==> config.mk <==
export PLATFORM = sky130hd
export DESIGN_NAME = driver_diag_config_regs
export DESIGN_NICKNAME = d
export VERILOG_FILES = /design/src/core/diag_cfg_pkg.sv /design/src/core/driver_diag_config_regs.sv
export SDC_FILE = /design/constraint.sdc
export NUM_CORES = 1
export LEC_CHECK = 0
export BUFFER_PORTS_ARGS = -buffer_cell sky130_fd_sc_hd__buf_2
export CORE_ASPECT_RATIO = 0.7
export CORE_MARGIN = 2
export CORE_UTILIZATION = 31
export CTS_BUF_LIST = sky130_fd_sc_hd__clkbuf_8 sky130_fd_sc_hd__clkbuf_16
export CTS_CLUSTER_SIZE = 14
export DETAILED_ROUTE_END_ITERATION = 8
export PLACE_DENSITY = 0.56
export SETUP_SLACK_MARGIN = 0.2
export SKIP_LAST_GASP = 1
export SYNTH_ARGS = -nofsm -noshare
export SYNTH_HDL_FRONTEND = slang
export SYNTH_SLANG_ARGS = --single-unit
export TNS_END_PERCENT = 5
==> constraint.sdc <==
create_clock -name CORE_CLK -period 2.6 [get_ports CORE_CLK]
set_input_delay 0.52 -clock CORE_CLK [delete_from_list [all_inputs] [get_ports CORE_CLK]]
set_output_delay 0.52 -clock CORE_CLK [all_outputs]
set_load 0.02 [all_outputs]
==> src/core/diag_cfg_pkg.sv <==
// Package: constants, codes and carriers for the diagnostic/config register bank
// Assumes: serial frame decoder upstream delivers main address, subaddress and strobes
package diag_cfg_pkg;
	// ==========================================================
	// Addresses
	localparam logic [4:0] MAIN_DIAG      = 5'h10;
	localparam logic [4:0] MAIN_ANSWER    = 5'h0E;
	localparam logic [4:0] MAIN_WDCTRL    = 5'h11;
	localparam logic [4:0] MAIN_LAYOUT    = 5'h12;
	localparam logic [7:0] SUB_FIRST      = 8'h01;
	localparam logic [7:0] SUB_LAST       = 8'h07;
	localparam int         NUM_STAGES     = 28;
	// ==========================================================
	// Reset values and bit positions
	localparam logic [7:0] DIAG_RESET     = 8'h00;
	localparam logic [7:0] WDCTRL_RESET   = 8'h00;
	localparam logic       LAYOUT_RESET   = 1'b1;
	localparam logic [7:0] DIAG_CLEAR     = 8'hFF;
	localparam logic [7:0] REG5_ONES      = 8'hF0;
	localparam logic [7:0] REG3_ONES      = 8'h04;
	localparam int         ALARM_BIT      = 3;
	localparam int         WDC_RESET_BIT  = 7;
	localparam int         WDC_CANOFF_BIT = 6;
	localparam int         WDC_WIN_MSB    = 5;
	localparam int         LAYOUT_BIT     = 0;
	// ==========================================================
	// Field codes
	localparam logic [1:0] GF_SCG = 2'h0;
	localparam logic [1:0] GF_OL  = 2'h1;
	localparam logic [1:0] GF_SCB = 2'h2;
	localparam logic [1:0] BF_SCB = 2'h0;
	localparam logic [1:0] BF_OL  = 2'h1;
	localparam logic [1:0] BF_SCG = 2'h2;
	localparam logic [1:0] FLD_OK = 2'h3;
	localparam logic [7:0] HB_SCG_OFF = 8'h01;
	localparam logic [7:0] HB_SCB_OFF = 8'h05;
	localparam logic [7:0] HB_OL_OFF  = 8'h04;
	localparam logic [7:0] HB_OL_ON   = 8'h02;
	localparam logic [7:0] HB_OVC_ON  = 8'h03;
	localparam logic [7:0] HB_RUNNING = 8'h07;
	localparam logic [7:0] HB_OK      = 8'hFF;
	// ==========================================================
	// Types
	typedef enum logic [1:0] {KIND_NONE, KIND_SCG, KIND_OL, KIND_SCB} fault_kind_e;
	typedef enum logic [2:0] {BK_NONE, BK_SCG_OFF, BK_SCB_OFF, BK_OL_OFF, BK_OL_ON, BK_OVC_ON, BK_RUNNING} bridge_kind_e;
	typedef struct packed {
		logic        valid;
		fault_kind_e kind;
	} stage_evt_s;
	typedef struct packed {
		logic         valid;
		bridge_kind_e kind;
	} bridge_evt_s;
	typedef struct packed {
		logic       rd;
		logic       wr;
		logic [4:0] main_addr;
		logic [7:0] sub_addr;
		logic [7:0] wdata;
	} reg_req_s;
endpackage : diag_cfg_pkg

==> src/core/driver_diag_config_regs.sv <==
// Register bank: watchdog answer/control, bridge layout, diagnostic registers 1..7
// Assumes: frame decoder on CORE_CLK issues one-cycle rd/wr strobes; stage events are on CORE_CLK
`timescale 1ns/10ps
module driver_diag_config_regs (
	input  wire logic                      CORE_CLK,
	input  wire logic                      SYS_RST,
	input  wire diag_cfg_pkg::reg_req_s    REG_REQ,
	output logic [7:0]                     REG_RDATA,
	output logic                           REG_RVALID,
	input  wire diag_cfg_pkg::stage_evt_s  STAGE_EVT [1:diag_cfg_pkg::NUM_STAGES],
	input  wire diag_cfg_pkg::bridge_evt_s BRIDGE_EVT [1:2],
	input  wire logic                      WATCHDOG_ALARM_PIN,
	input  wire logic                      STEPPER_MODE_SEL,
	output logic [7:0]                     WATCHDOG_ANSWER_BYTE,
	output logic                           WATCHDOG_ANSWER_STROBE,
	output logic                           ALARM_RESET_ENABLE,
	output logic                           ALARM_CAN_DISABLE,
	output logic [5:0]                     ANSWER_WINDOW_LENGTH,
	output logic                           BRIDGE_MODE
);
	// ==========================================================
	// Decode helpers
	function automatic logic [4:0] stage_of(input int r, input int f);
		logic [4:0] s;
		s = 5'h00;
		unique case (r)
			1: s = 5'(1 + f);
			2: s = (f < 3) ? 5'(5 + f) : 5'h00;
			3: s = (f >= 2) ? 5'(11 + f) : 5'h00;
			4: s = 5'(15 + f);
			5: s = (f == 1) ? 5'h14 : 5'h00;
			6: s = 5'(21 + f);
			7: s = 5'(25 + f);
			default: s = 5'h00;
		endcase
		return s;
	endfunction : stage_of

	function automatic logic [1:0] stage_code(input logic [4:0] s, input diag_cfg_pkg::fault_kind_e k);
		logic bat_first;
		logic [1:0] c;
		bat_first = (s == 5'h15) || (s == 5'h17) || (s == 5'h19) || (s == 5'h1A);
		c = diag_cfg_pkg::FLD_OK;
		unique case (k)
			diag_cfg_pkg::KIND_SCG: c = bat_first ? diag_cfg_pkg::BF_SCG : diag_cfg_pkg::GF_SCG;
			diag_cfg_pkg::KIND_OL:  c = bat_first ? diag_cfg_pkg::BF_OL  : diag_cfg_pkg::GF_OL;
			diag_cfg_pkg::KIND_SCB: c = bat_first ? diag_cfg_pkg::BF_SCB : diag_cfg_pkg::GF_SCB;
			diag_cfg_pkg::KIND_NONE: c = diag_cfg_pkg::FLD_OK;
		endcase
		return c;
	endfunction : stage_code

	function automatic logic [7:0] bridge_code(input diag_cfg_pkg::bridge_kind_e k);
		logic [7:0] c;
		c = diag_cfg_pkg::HB_OK;
		unique case (k)
			diag_cfg_pkg::BK_SCG_OFF: c = diag_cfg_pkg::HB_SCG_OFF;
			diag_cfg_pkg::BK_SCB_OFF: c = diag_cfg_pkg::HB_SCB_OFF;
			diag_cfg_pkg::BK_OL_OFF:  c = diag_cfg_pkg::HB_OL_OFF;
			diag_cfg_pkg::BK_OL_ON:   c = diag_cfg_pkg::HB_OL_ON;
			diag_cfg_pkg::BK_OVC_ON:  c = diag_cfg_pkg::HB_OVC_ON;
			diag_cfg_pkg::BK_RUNNING: c = diag_cfg_pkg::HB_RUNNING;
			default:                  c = diag_cfg_pkg::HB_OK;
		endcase
		return c;
	endfunction : bridge_code

	function automatic logic [7:0] live_mask(input int r);
		logic [7:0] m;
		unique case (r)
			2: m = 8'h3F;
			3: m = 8'hF0;
			5: m = 8'h0C;
			default: m = 8'hFF;
		endcase
		return m;
	endfunction : live_mask

	// ==========================================================
	// State
	logic [7:0] diag_r     [1:7];
	logic [7:0] diag_nxt   [1:7];
	logic [7:0] wdctrl_r;
	logic       layout_r;
	logic       bridge_mode_r;
	logic       alarm_s1_r;
	logic       alarm_s2_r;
	logic       alarm_s3_r;
	logic       alarm_lvl_r;
	logic [7:0] rdata_nxt;
	logic [7:0] rd_sel_r;
	logic       diag_rd;
	logic       sub_ok;

	assign sub_ok  = (REG_REQ.sub_addr >= diag_cfg_pkg::SUB_FIRST) && (REG_REQ.sub_addr <= diag_cfg_pkg::SUB_LAST);
	assign diag_rd = REG_REQ.rd && (REG_REQ.main_addr == diag_cfg_pkg::MAIN_DIAG) && sub_ok;

	// ==========================================================
	// Alarm pin synchroniser, level taken when stages two and three agree
	always_ff @(posedge CORE_CLK or posedge SYS_RST) begin
		if (SYS_RST) begin
			alarm_s1_r  <= 1'b0;
			alarm_s2_r  <= 1'b0;
			alarm_s3_r  <= 1'b0;
			alarm_lvl_r <= 1'b0;
		end else begin
			alarm_s1_r <= WATCHDOG_ALARM_PIN;
			alarm_s2_r <= alarm_s1_r;
			alarm_s3_r <= alarm_s2_r;
			if (alarm_s2_r == alarm_s3_r) begin
				alarm_lvl_r <= alarm_s3_r;
			end
		end
	end

	// ==========================================================
	// Diagnostic registers: latch faults, clear on read
	generate
		for (genvar r = 1; r <= 7; r++) begin : g_diag
			always_comb begin
				logic [4:0] s;
				logic       hb;
				s  = 5'h00;
				hb = (r >= 6) && bridge_mode_r;
				diag_nxt[r] = diag_r[r];
				if (diag_rd && (REG_REQ.sub_addr == 8'(r))) begin
					diag_nxt[r] = diag_cfg_pkg::DIAG_CLEAR & live_mask(r);
				end
				// set wins over clear; field encoding
				for (int f = 0; f < 4; f++) begin
					s = stage_of(r, f);
					if (!hb && (s != 5'h00) && STAGE_EVT[s].valid && (STAGE_EVT[s].kind != diag_cfg_pkg::KIND_NONE)) begin
						diag_nxt[r][2*f +: 2] = stage_code(s, STAGE_EVT[s].kind);
					end
				end
				if (hb && BRIDGE_EVT[(r >= 6) ? r - 5 : 1].valid
					&& (BRIDGE_EVT[(r >= 6) ? r - 5 : 1].kind != diag_cfg_pkg::BK_NONE)) begin
					diag_nxt[r] = bridge_code(BRIDGE_EVT[(r >= 6) ? r - 5 : 1].kind);
				end
			end

			always_ff @(posedge CORE_CLK or posedge SYS_RST) begin
				if (SYS_RST) begin
					diag_r[r] <= diag_cfg_pkg::DIAG_RESET;
				end else begin
					diag_r[r] <= diag_nxt[r];
				end
			end
		end
	endgenerate

	// ==========================================================
	// Read data mux with constant and live bits
	always_comb begin
		int idx;
		idx = int'(REG_REQ.sub_addr[2:0]);
		rdata_nxt = 8'h00;
		if (diag_rd) begin
			// unused pairs zero, reserved nibble ones
			rdata_nxt = diag_r[idx] & live_mask(idx);
			if (idx == 5) begin
				rdata_nxt = rdata_nxt | diag_cfg_pkg::REG5_ONES;
			end
			if (idx == 3) begin
				rdata_nxt = rdata_nxt | diag_cfg_pkg::REG3_ONES;
				rdata_nxt[diag_cfg_pkg::ALARM_BIT] = alarm_lvl_r;
			end
		end
	end

	always_ff @(posedge CORE_CLK or posedge SYS_RST) begin
		if (SYS_RST) begin
			REG_RDATA  <= 8'h00;
			REG_RVALID <= 1'b0;
			rd_sel_r   <= 8'h00;
		end else begin
			REG_RDATA  <= rdata_nxt;
			REG_RVALID <= REG_REQ.rd;
			rd_sel_r   <= diag_rd ? REG_REQ.sub_addr : 8'h00;
		end
	end

	// ==========================================================
	// Watchdog answer forwarding
	always_ff @(posedge CORE_CLK or posedge SYS_RST) begin
		if (SYS_RST) begin
			WATCHDOG_ANSWER_BYTE   <= 8'h00;
			WATCHDOG_ANSWER_STROBE <= 1'b0;
		end else begin
			WATCHDOG_ANSWER_STROBE <= REG_REQ.wr && (REG_REQ.main_addr == diag_cfg_pkg::MAIN_ANSWER);
			if (REG_REQ.wr && (REG_REQ.main_addr == diag_cfg_pkg::MAIN_ANSWER)) begin
				WATCHDOG_ANSWER_BYTE <= REG_REQ.wdata;
			end
		end
	end

	// ==========================================================
	// Watchdog control register
	always_ff @(posedge CORE_CLK or posedge SYS_RST) begin
		if (SYS_RST) begin
			wdctrl_r <= diag_cfg_pkg::WDCTRL_RESET;
		end else if (REG_REQ.wr && (REG_REQ.main_addr == diag_cfg_pkg::MAIN_WDCTRL)) begin
			wdctrl_r <= REG_REQ.wdata;
		end
	end

	assign ALARM_RESET_ENABLE   = wdctrl_r[diag_cfg_pkg::WDC_RESET_BIT];
	assign ALARM_CAN_DISABLE    = wdctrl_r[diag_cfg_pkg::WDC_CANOFF_BIT];
	assign ANSWER_WINDOW_LENGTH = wdctrl_r[diag_cfg_pkg::WDC_WIN_MSB:0];

	// ==========================================================
	// Bridge layout register and effective mode
	always_ff @(posedge CORE_CLK or posedge SYS_RST) begin
		if (SYS_RST) begin
			layout_r <= diag_cfg_pkg::LAYOUT_RESET;
		end else if (REG_REQ.wr && (REG_REQ.main_addr == diag_cfg_pkg::MAIN_LAYOUT) && !STEPPER_MODE_SEL) begin
			layout_r <= REG_REQ.wdata[diag_cfg_pkg::LAYOUT_BIT];
		end
	end

	always_ff @(posedge CORE_CLK or posedge SYS_RST) begin
		if (SYS_RST) begin
			bridge_mode_r <= 1'b1;
		end else begin
			bridge_mode_r <= layout_r || STEPPER_MODE_SEL;
		end
	end

	assign BRIDGE_MODE = bridge_mode_r;

	// ==========================================================
	// Assertions
	AST_READ_CLEARS: assert property (@(posedge CORE_CLK) disable iff (SYS_RST)
		(diag_rd && REG_REQ.sub_addr == 8'h04 && !STAGE_EVT[15].valid && !STAGE_EVT[16].valid
		 && !STAGE_EVT[17].valid && !STAGE_EVT[18].valid) |=> (diag_r[4] == 8'hFF))
		else $error("diagnostic register four not cleared by read");
	AST_REG5_ONES: assert property (@(posedge CORE_CLK) disable iff (SYS_RST)
		(REG_RVALID && rd_sel_r == 8'h05) |-> (REG_RDATA[7:4] == 4'hF))
		else $error("register five upper nibble not ones");
	AST_UNUSED_ZERO: assert property (@(posedge CORE_CLK) disable iff (SYS_RST)
		REG_RVALID |-> ((rd_sel_r != 8'h02 || REG_RDATA[7:6] == 2'h0)
		&& ((rd_sel_r != 8'h03 && rd_sel_r != 8'h05) || REG_RDATA[1:0] == 2'h0)))
		else $error("unused pair not zero");
	AST_ALARM_LIVE: assert property (@(posedge CORE_CLK) disable iff (SYS_RST)
		(REG_RVALID && rd_sel_r == 8'h03) |-> (REG_RDATA[3] == $past(alarm_lvl_r)))
		else $error("alarm level bit wrong");
	AST_GROUND_FIRST: assert property (@(posedge CORE_CLK) disable iff (SYS_RST)
		(STAGE_EVT[1].valid && STAGE_EVT[1].kind == diag_cfg_pkg::KIND_SCB) |=> (diag_r[1][1:0] == 2'h2))
		else $error("stage one battery short code wrong");
	AST_BATTERY_FIRST: assert property (@(posedge CORE_CLK) disable iff (SYS_RST)
		(!bridge_mode_r && STAGE_EVT[21].valid && STAGE_EVT[21].kind == diag_cfg_pkg::KIND_SCB)
		|=> (diag_r[6][1:0] == 2'h0))
		else $error("stage 21 battery short code wrong");
	AST_STAGE22: assert property (@(posedge CORE_CLK) disable iff (SYS_RST)
		(!bridge_mode_r && STAGE_EVT[22].valid && STAGE_EVT[22].kind == diag_cfg_pkg::KIND_SCG)
		|=> (diag_r[6][3:2] == 2'h0))
		else $error("stage 22 ground short code wrong");
	AST_STAGE25: assert property (@(posedge CORE_CLK) disable iff (SYS_RST)
		(!bridge_mode_r && STAGE_EVT[25].valid && STAGE_EVT[25].kind == diag_cfg_pkg::KIND_SCG)
		|=> (diag_r[7][1:0] == 2'h2))
		else $error("stage 25 ground short code wrong");
	AST_BRIDGE_OVC: assert property (@(posedge CORE_CLK) disable iff (SYS_RST)
		(bridge_mode_r && BRIDGE_EVT[1].valid && BRIDGE_EVT[1].kind == diag_cfg_pkg::BK_OVC_ON)
		|=> (diag_r[6] == 8'h03))
		else $error("bridge overcurrent code wrong");
	AST_BRIDGE_LEGAL: assert property (@(posedge CORE_CLK) disable iff (SYS_RST)
		(bridge_mode_r && $past(bridge_mode_r) && BRIDGE_EVT[1].valid) |=> (diag_r[6] inside
		{8'h01, 8'h05, 8'h04, 8'h02, 8'h03, 8'h07, 8'hFF}))
		else $error("illegal bridge code");
	AST_SET_WINS: assert property (@(posedge CORE_CLK) disable iff (SYS_RST)
		(diag_rd && REG_REQ.sub_addr == 8'h01 && STAGE_EVT[2].valid && STAGE_EVT[2].kind == diag_cfg_pkg::KIND_OL)
		|=> (diag_r[1][3:2] == 2'h1))
		else $error("fault lost during clearing read");
	AST_ANSWER_FWD: assert property (@(posedge CORE_CLK) disable iff (SYS_RST)
		(REG_REQ.wr && REG_REQ.main_addr == diag_cfg_pkg::MAIN_ANSWER) |=> (WATCHDOG_ANSWER_STROBE
		&& WATCHDOG_ANSWER_BYTE == $past(REG_REQ.wdata)))
		else $error("answer byte not forwarded");
	AST_ANSWER_PULSE: assert property (@(posedge CORE_CLK) disable iff (SYS_RST)
		!(REG_REQ.wr && REG_REQ.main_addr == diag_cfg_pkg::MAIN_ANSWER) |=> !WATCHDOG_ANSWER_STROBE)
		else $error("answer strobe longer than one cycle");
	AST_WDCTRL: assert property (@(posedge CORE_CLK) disable iff (SYS_RST)
		(REG_REQ.wr && REG_REQ.main_addr == diag_cfg_pkg::MAIN_WDCTRL)
		|=> (ALARM_RESET_ENABLE == $past(REG_REQ.wdata[7])
		&& ALARM_CAN_DISABLE == $past(REG_REQ.wdata[6]) && ANSWER_WINDOW_LENGTH == $past(REG_REQ.wdata[5:0])))
		else $error("watchdog control not taken");
	AST_LAYOUT_LOCK: assert property (@(posedge CORE_CLK) disable iff (SYS_RST)
		STEPPER_MODE_SEL |=> BRIDGE_MODE)
		else $error("half bridges while stepper mode selected");
	AST_LAYOUT_EFFECT: assert property (@(posedge CORE_CLK) disable iff (SYS_RST)
		(!layout_r && !STEPPER_MODE_SEL) |=> !BRIDGE_MODE)
		else $error("half-bridge layout not applied");
	AST_UNMAPPED: assert property (@(posedge CORE_CLK) disable iff (SYS_RST)
		(REG_REQ.rd && REG_REQ.main_addr != diag_cfg_pkg::MAIN_DIAG) |=> (REG_RVALID && REG_RDATA == 8'h00))
		else $error("unmapped read returned data");
	AST_WINDOW_HOLD: assert property (@(posedge CORE_CLK) disable iff (SYS_RST)
		!(REG_REQ.wr && REG_REQ.main_addr == diag_cfg_pkg::MAIN_WDCTRL) |=> $stable(ANSWER_WINDOW_LENGTH))
		else $error("answer window changed without a write");
	AST_STEPPER_REFUSE: assert property (@(posedge CORE_CLK) disable iff (SYS_RST)
		(REG_REQ.wr && REG_REQ.main_addr == diag_cfg_pkg::MAIN_LAYOUT && STEPPER_MODE_SEL)
		|=> $stable(layout_r))
		else $error("layout written while stepper mode selected");
	AST_BRIDGE_SCG: assert property (@(posedge CORE_CLK) disable iff (SYS_RST)
		(bridge_mode_r && BRIDGE_EVT[1].valid && BRIDGE_EVT[1].kind == diag_cfg_pkg::BK_SCG_OFF)
		|=> (diag_r[6] == 8'h01))
		else $error("bridge ground short code wrong");
	AST_SINGLE_NO_BRIDGE: assert property (@(posedge CORE_CLK) disable iff (SYS_RST)
		(!bridge_mode_r && !diag_rd && BRIDGE_EVT[1].valid && !STAGE_EVT[21].valid && !STAGE_EVT[22].valid
		 && !STAGE_EVT[23].valid && !STAGE_EVT[24].valid) |=> $stable(diag_r[6]))
		else $error("bridge code written in single mode");
	AST_READ_ANSWERED: assert property (@(posedge CORE_CLK) disable iff (SYS_RST)
		REG_REQ.rd |=> REG_RVALID)
		else $error("read not answered");

	// Cover points for the main scenarios
	COV_CLEAR_READ: cover property (@(posedge CORE_CLK) disable iff (SYS_RST)
		diag_rd ##1 REG_RVALID);
	COV_HALF_BRIDGE: cover property (@(posedge CORE_CLK) disable iff (SYS_RST)
		!BRIDGE_MODE ##1 STAGE_EVT[23].valid);
	COV_BRIDGE_FAULT: cover property (@(posedge CORE_CLK) disable iff (SYS_RST)
		bridge_mode_r && BRIDGE_EVT[2].valid);
	COV_ANSWER: cover property (@(posedge CORE_CLK) disable iff (SYS_RST)
		WATCHDOG_ANSWER_STROBE);
endmodule : driver_diag_config_regs

==> out/metrics.cfg, run 1 <==
[synthesis]
yosysWarnings = 0
ys_async_sr_fraction = 1.00
synth_cells = 425
ys_ff_latch = 76
synth_edf_count = 0
synth_cell_types = 49
synth_ff_type = dfrtp_1
syn_nets = 582
synth.avg_cell_area_sq_um = 10.3
synth.cell_area_sq_um = 4390
seq_area_frac_synth = 0.433

[clock_tree]
clk_latency_ns = 0.34
ctsResizeCount = 0
cts-root-buf = clkbuf_16
clock_path_buffers = 2
post_cts_buffers = 0
cts_tree = yes
clock_sinks = 76
clkSlewWorstSetupHoldPaths_ns = 0.06
cts_max_level = 3
cts_hold_buf = 0
cts_buffers = 9

[floorplanning]
die_h_microns = 104
rows = 36
io_pins = 146
initial_core_util = 0.317
dieArea_sq_um = 15200
die_x_microns = 146
core-area_sq_um = 13900

[finish]
stdcell_area_sq_um = 5520
multi_input_area_sq_um = 2210
stdcell_count = 747
fin_nets = 710
syn2layout_area_growth_pct = 25.7
antenna_cells = 0
drive_gt1_frac = 0.332
final_cell_mix = buf_2, dfrtp_1, inv_1
regArea_sq_um = 1900
fill_cells = 1433
final_common_cell = buf_2

[timing]
relSlewSlack = 0.496
drv_slew = 0
tns_ns = 0
setup_viol = 0
post-route-min-period_ns = 1.80
finalCritPeriodShare = 0.694
rsz0062_at_grt = no
fin_skew_ns = 0.00359
report.final.hold_viol_count = 0
clock.fmax_mhz = 555
holdWs_ns = 0.274
worstMarginPinSlew_ns = 0.751

[min_path]
min_path_type = in -> async

[pwr]
powerDensity_nw_per_um2 = 586
pwr-share-seq = 0.450
clkPwrFrac = 0.351
power.share.combinational = 0.199
peakVddDrop_mv = 0.232
internal_power_uw = 2330
p_leak_uw = 0.00281
p_sw_uw = 909
swShare = 0.281

[global_route]
track_usage = 0.152
grt_pass1_wl_microns = 18100
antenna_found_initial = 0
grt_pass1_vias = 3522
overflow = 0
grt_max_degree = 45

[critical_path]
critPathKind = in -> reg
critPathMaxStageDelay_ns = 0.53
cpLargestDelayFamily = simple AND/OR/NAND/NOR gates
critPathMaxFanout = 8
cp-start-kind = input pin
end_kind = flop
rrSetupSlack_ns = 1.00
cp_cell_sequence = buf_2, nor3b_2, nand4_1, nor4_1
crit_arrival_ns = 2.02
cp_num_buf_inv = 1
crit_path_top_delay_cell = nor3b_2
cp.required_ns = 2.82

[placed_design]
place_congestion = 0.770
dpl-instance-area_sq_um = 5250
dp_cells = 732
dpl.hpwl_microns = 8870
port_buffers = 127

[outcome]
status = completed

[run]
cap_violations = 0

[drt]
num_vias = 3572
final_antenna_net_count = 0
wl_per_cell_microns = 15.0
first_iter_violations = 169
wl_met3_microns = 703
remaining_drc_errors = 0
routed.top_layer = met4
totalWireLength_microns = 11200
viasPerCell = 4.78
first_pass_iters = 4
wl_met2_microns = 4890
wl_met1_microns = 5490

[synthesized netlist by cell type (all sizes together) (4+ instances only)]
library cell  number  area, sq um
nor4               4         40.0
or3b               4         35.0
a221oi             6         52.6
a21oi             12         60.1
nor2b             24          150
nor3               8         45.0
buf                5         25.0
o21ai              6         30.0
a22oi             31          233
mux2              24          270
dfrtp             74         1850
and3b              6         52.6
a32oi              7         61.3
nor2              32          120
nor3b              6         50.1
nand4              8         50.1
nand3b             6         45.0
inv               60          225
clkbuf             8         30.0
nand2              7         26.3
nand3              4         20.0
a21o               7         52.6
ha                38          475
[registers in the layout (all words and copies together), names as in the netlist]
register                count
diag_r                     44
WATCHDOG_ANSWER_STROBE      1
alarm_lvl_r                 1
REG_RDATA                   8
alarm_s3_r                  1
WATCHDOG_ANSWER_BYTE        8
alarm_s1_r                  1
BRIDGE_MODE                 1
wdctrl_r                    8
layout_r                    1
REG_RVALID                  1
alarm_s2_r                  1
[metrics by stage]
| step | utilization | worst slack, ns | total power (uW) |
|---|---|---|---|
| floorplan | - | 0.822 | 1850 |
| global placement | 0.379 | 0.541 | 2100 |
| detailed placement | 0.379 | 0.445 | 2120 |
| CTS | 0.398 | 0.776 | 3280 |
| global route | 0.398 | 0.679 | 3420 |
| finish | 0.398 | 0.797 | 3240 |
[final timing paths]
path / startpoint / end / cells past startpoint
min in group CORE_CLK: WATCHDOG_ALARM_PIN / alarm_s1_r$_DFF_PP0_ / 1
setup / recovery: REG_REQ[16] / REG_RDATA[0]$_DFF_PP0_ / 4
hold reg to reg: alarm_s1_r$_DFF_PP0_ / alarm_s2_r$_DFF_PP0_ / 0
max in group asynchronous: SYS_RST / diag_r[55]$_DFFE_PP0P_ / 4
setup reg to reg: BRIDGE_MODE$_DFF_PP1_ / diag_r[2]$_DFFE_PP0P_ / 3
hold / removal: SYS_RST / diag_r[0]$_DFFE_PP0P_ / 2
[power groups by stage]
stage               Combinational [uW]  Sequential [uW]  Clock (uW)
floorplan                          361             1490           0
global placement                   628             1470           0
detailed placement                 648             1470           0
CTS                                652             1450        1180
global route                       722             1470        1220
finish                             643             1460        1140
[metal layers]
layer  global-route usage  up-vias
met5                    0        -
met4               0.0409        0
met3               0.0502        8
li1                     -     1766
met2                0.226       90
met1                0.211     1708
[area by class of cell]
cell class              instances  area share
clock buffers                  11      0.0458
clock inverters                 4     0.00317
inverters                      60      0.0415
multi-input cells             276       0.400
flip-flops and latches         76       0.345
well taps                     190      0.0431
repair buffers                130       0.121
[cells by family (layout without fill, tap and decap cells)]
kind of cell | count (synthesis) | after routing | synth area share
AOI/OAI and AO/OA | 88 | 88 | 0.149
DFF | 76 | 76 | 0.433
muxes | 29 | 29 | 0.0786
buffers and inverters | 73 | 205 | 0.0638
and+or+nand+nor | 120 | 120 | 0.164
adders and majority gates | 39 | 39 | 0.110
No activity file was read; power rests on OpenSTA's default activity.
==> run 2, diff against run 1 <==
==> constraint.sdc (replaced) <==
create_clock -name CORE_CLK -period 1.4 [get_ports CORE_CLK]
set_input_delay 0.28 -clock CORE_CLK [delete_from_list [all_inputs] [get_ports CORE_CLK]]
set_output_delay 0.28 -clock CORE_CLK [all_outputs]
set_load 0.02 [all_outputs]
==> out/metrics.cfg, run 2 (synthesized netlist as in run 1, its figures left out) <==
[pwr]
p_leak_uw = 0.00304  ; +7.9%
peakVddDrop_mv = 0.443  ; +91%
p_total_uw = 6210  ; +92%
powerDensity_nw_per_um2 = 1040  ; +78%

[drt]
totalWireLength_microns = 11600  ; +4.0%
viasPerCell = 4.70  ; -1.8%
first_iter_violations = 189  ; +12%
first_pass_iters = 4  ; unchanged
wl_per_cell_microns = 14.8  ; -1.6%
remaining_drc_errors = 0  ; unchanged
num_vias = 3705  ; +3.7%
final_antenna_net_count = 0  ; unchanged

[critical_path]
crit_arrival_ns = 1.19  ; -0.83 ns
cp_num_buf_inv = 2  ; +1
critPathKind = reg -> out
worst_path_most_repeated_cell = buf_6
end_kind = output pin
crit_path_top_delay_cell = dfstp_2
cp-start-kind = flop
critPathMaxStageDelay_ns = 0.63  ; +0.10 ns
critPathMaxFanout = 6  ; -2
cp_cell_sequence = buf_6, buf_6
cp.required_ns = 1.12  ; -1.70 ns
cpLargestDelayFamily = flip-flops

[global_route]
grt_pass1_vias = 3713  ; +5.4%
track_usage = 0.153  ; +0.00166
grt_pass1_wl_microns = 18300  ; +1.4%
antenna_found_initial = 0  ; unchanged
overflow = 0  ; unchanged
grt_max_degree = 77  ; +71%

[placed_design]
place_congestion = 0.804  ; +4.5%
dp_cells = 770  ; +5.2%
dpl-instance-area_sq_um = 5560  ; +5.9%
dpl.hpwl_microns = 9110  ; +2.7%
port_buffers = 127  ; unchanged

[finish]
largest_register = diag_r
multi_input_area_sq_um = 2280  ; +3.2%
largest_reg_flops = 44  ; unchanged
antenna_cells = 0  ; unchanged
fin_nets = 752  ; +5.9%
final_util = 0.429  ; +0.0311
final_cell_mix = buf_2, dfrtp_1, inv_1
fill_cells = 1400  ; -2.3%
regArea_sq_um = 1900  ; unchanged
drive_gt1_frac = 0.399  ; +0.0669
stdcell_area_sq_um = 5950  ; +7.8%
stdcell_count = 789  ; +5.6%
syn2layout_area_growth_pct = 35.5
final_common_cell = buf_2

[timing]
setup_viol = 10  ; +10
clock.fmax_mhz = 678
post-route-min-period_ns = 1.47
drv_slew = 0  ; unchanged
fin_ws_ns = -0.0739  ; -0.871 ns
relSlewSlack = 0.522  ; +0.0260
fin_skew_ns = 0.00569  ; +0.00210 ns
rsz0062_at_grt = yes
worstMarginPinSlew_ns = 0.708  ; -0.0438 ns
finalCritPeriodShare = 1.05
report.final.hold_viol_count = 0  ; unchanged

[floorplanning]
dieArea_sq_um = 15200  ; unchanged
initial_core_util = 0.317  ; unchanged
rows = 36  ; unchanged
core-area_sq_um = 13900  ; unchanged
die_h_microns = 104  ; unchanged
die_x_microns = 146  ; unchanged
io_pins = 146  ; unchanged

[clock_tree]
clk_latency_ns = 0.34  ; about the same
cts_buffers = 9  ; unchanged
cts_tree = yes
cts-root-buf = clkbuf_16
cts_max_level = 3  ; unchanged
clock_sinks = 76  ; unchanged
clock_path_buffers = 2  ; unchanged
cts_hold_buf = 0  ; unchanged
clkSlewWorstSetupHoldPaths_ns = 0.06  ; about the same

[outcome]
violations = negative setup slack
status = finished with violations

[run]
cap_violations = 0  ; unchanged

[min_path]
min_path_type = in -> async

-- run 2: power by group --
part	total [uW]	switching [uW]	leakage (uW)	internal, uW
clock	2160	879	0.000133	1280
sequential	2690	201	0.000916	2490
combinational	1350	688	0.00199	664
-- run 2: worst paths after layout --
kind	from	end	slack (ns)	cells past startpoint
max in group asynchronous	SYS_RST	diag_r[49]$_DFFE_PP0P_	1.03	3
worst min register to register	alarm_s1_r$_DFF_PP0_	alarm_s2_r$_DFF_PP0_	0.35	0
worst max-delay path	BRIDGE_MODE$_DFF_PP1_	BRIDGE_MODE	-0.07	2
worst max register to register	BRIDGE_MODE$_DFF_PP1_	diag_r[4]$_DFFE_PP0P_	-0.07	4
worst min-delay path	SYS_RST	WATCHDOG_ANSWER_BYTE[0]$_DFFE_PP0P_	0.04	3
min in group CORE_CLK	WATCHDOG_ALARM_PIN	alarm_s1_r$_DFF_PP0_	0.05	1
-- run 2: worst reg2reg max path, cell delays in order, from the launching register on --
cell     delay [ns]
dfstp_2        0.42
buf_6          0.13
or3b_2         0.50
o21ai_0        0.21
a32oi_1        0.08
-- run 2: metal layers --
layer | up-vias | global-route usage | wire length [microns]
met5 | - | 0 | 0
met4 | 0 | 0.0458 | 110
met3 | 7 | 0.0410 | 648
met2 | 91 | 0.231 | 5010
met1 | 1747 | 0.216 | 5880
li1 | 1860 | - | -
-- run 2: repair_timing --
item,CTS,global route
hold endpoints to repair,0,0
gates cloned,0,1
pin swaps,0,3
resized for setup,10,13
setup endpoints to repair,19,55
setup buffers,2,1
-- run 2: area by class of cell --
| type | instances | area share |
|---|---|---|
| repair buffers | 171 | 0.172 |
| clock buffers | 11 | 0.0425 |
| clock inverters | 4 | 0.00420 |
| well taps | 190 | 0.0399 |
| inverters | 60 | 0.0385 |
| flip-flops and latches | 76 | 0.320 |
| multi-input cells | 277 | 0.383 |
-- run 2: metrics by stage --
step,setup WS [ns],hold slack (ns),TNS [ns]
3_5_place_dp,-0.170,0.336,-6.79
3_3_place_gp,-0.146,0.336,-5.34
5_1_grt,-0.123,0.0358,-1.36
4_1_cts,-0.0824,0.0376,-0.830
6_report,-0.0739,0.0392,-0.503
2_1_floorplan,-0.138,0.311,-2.19
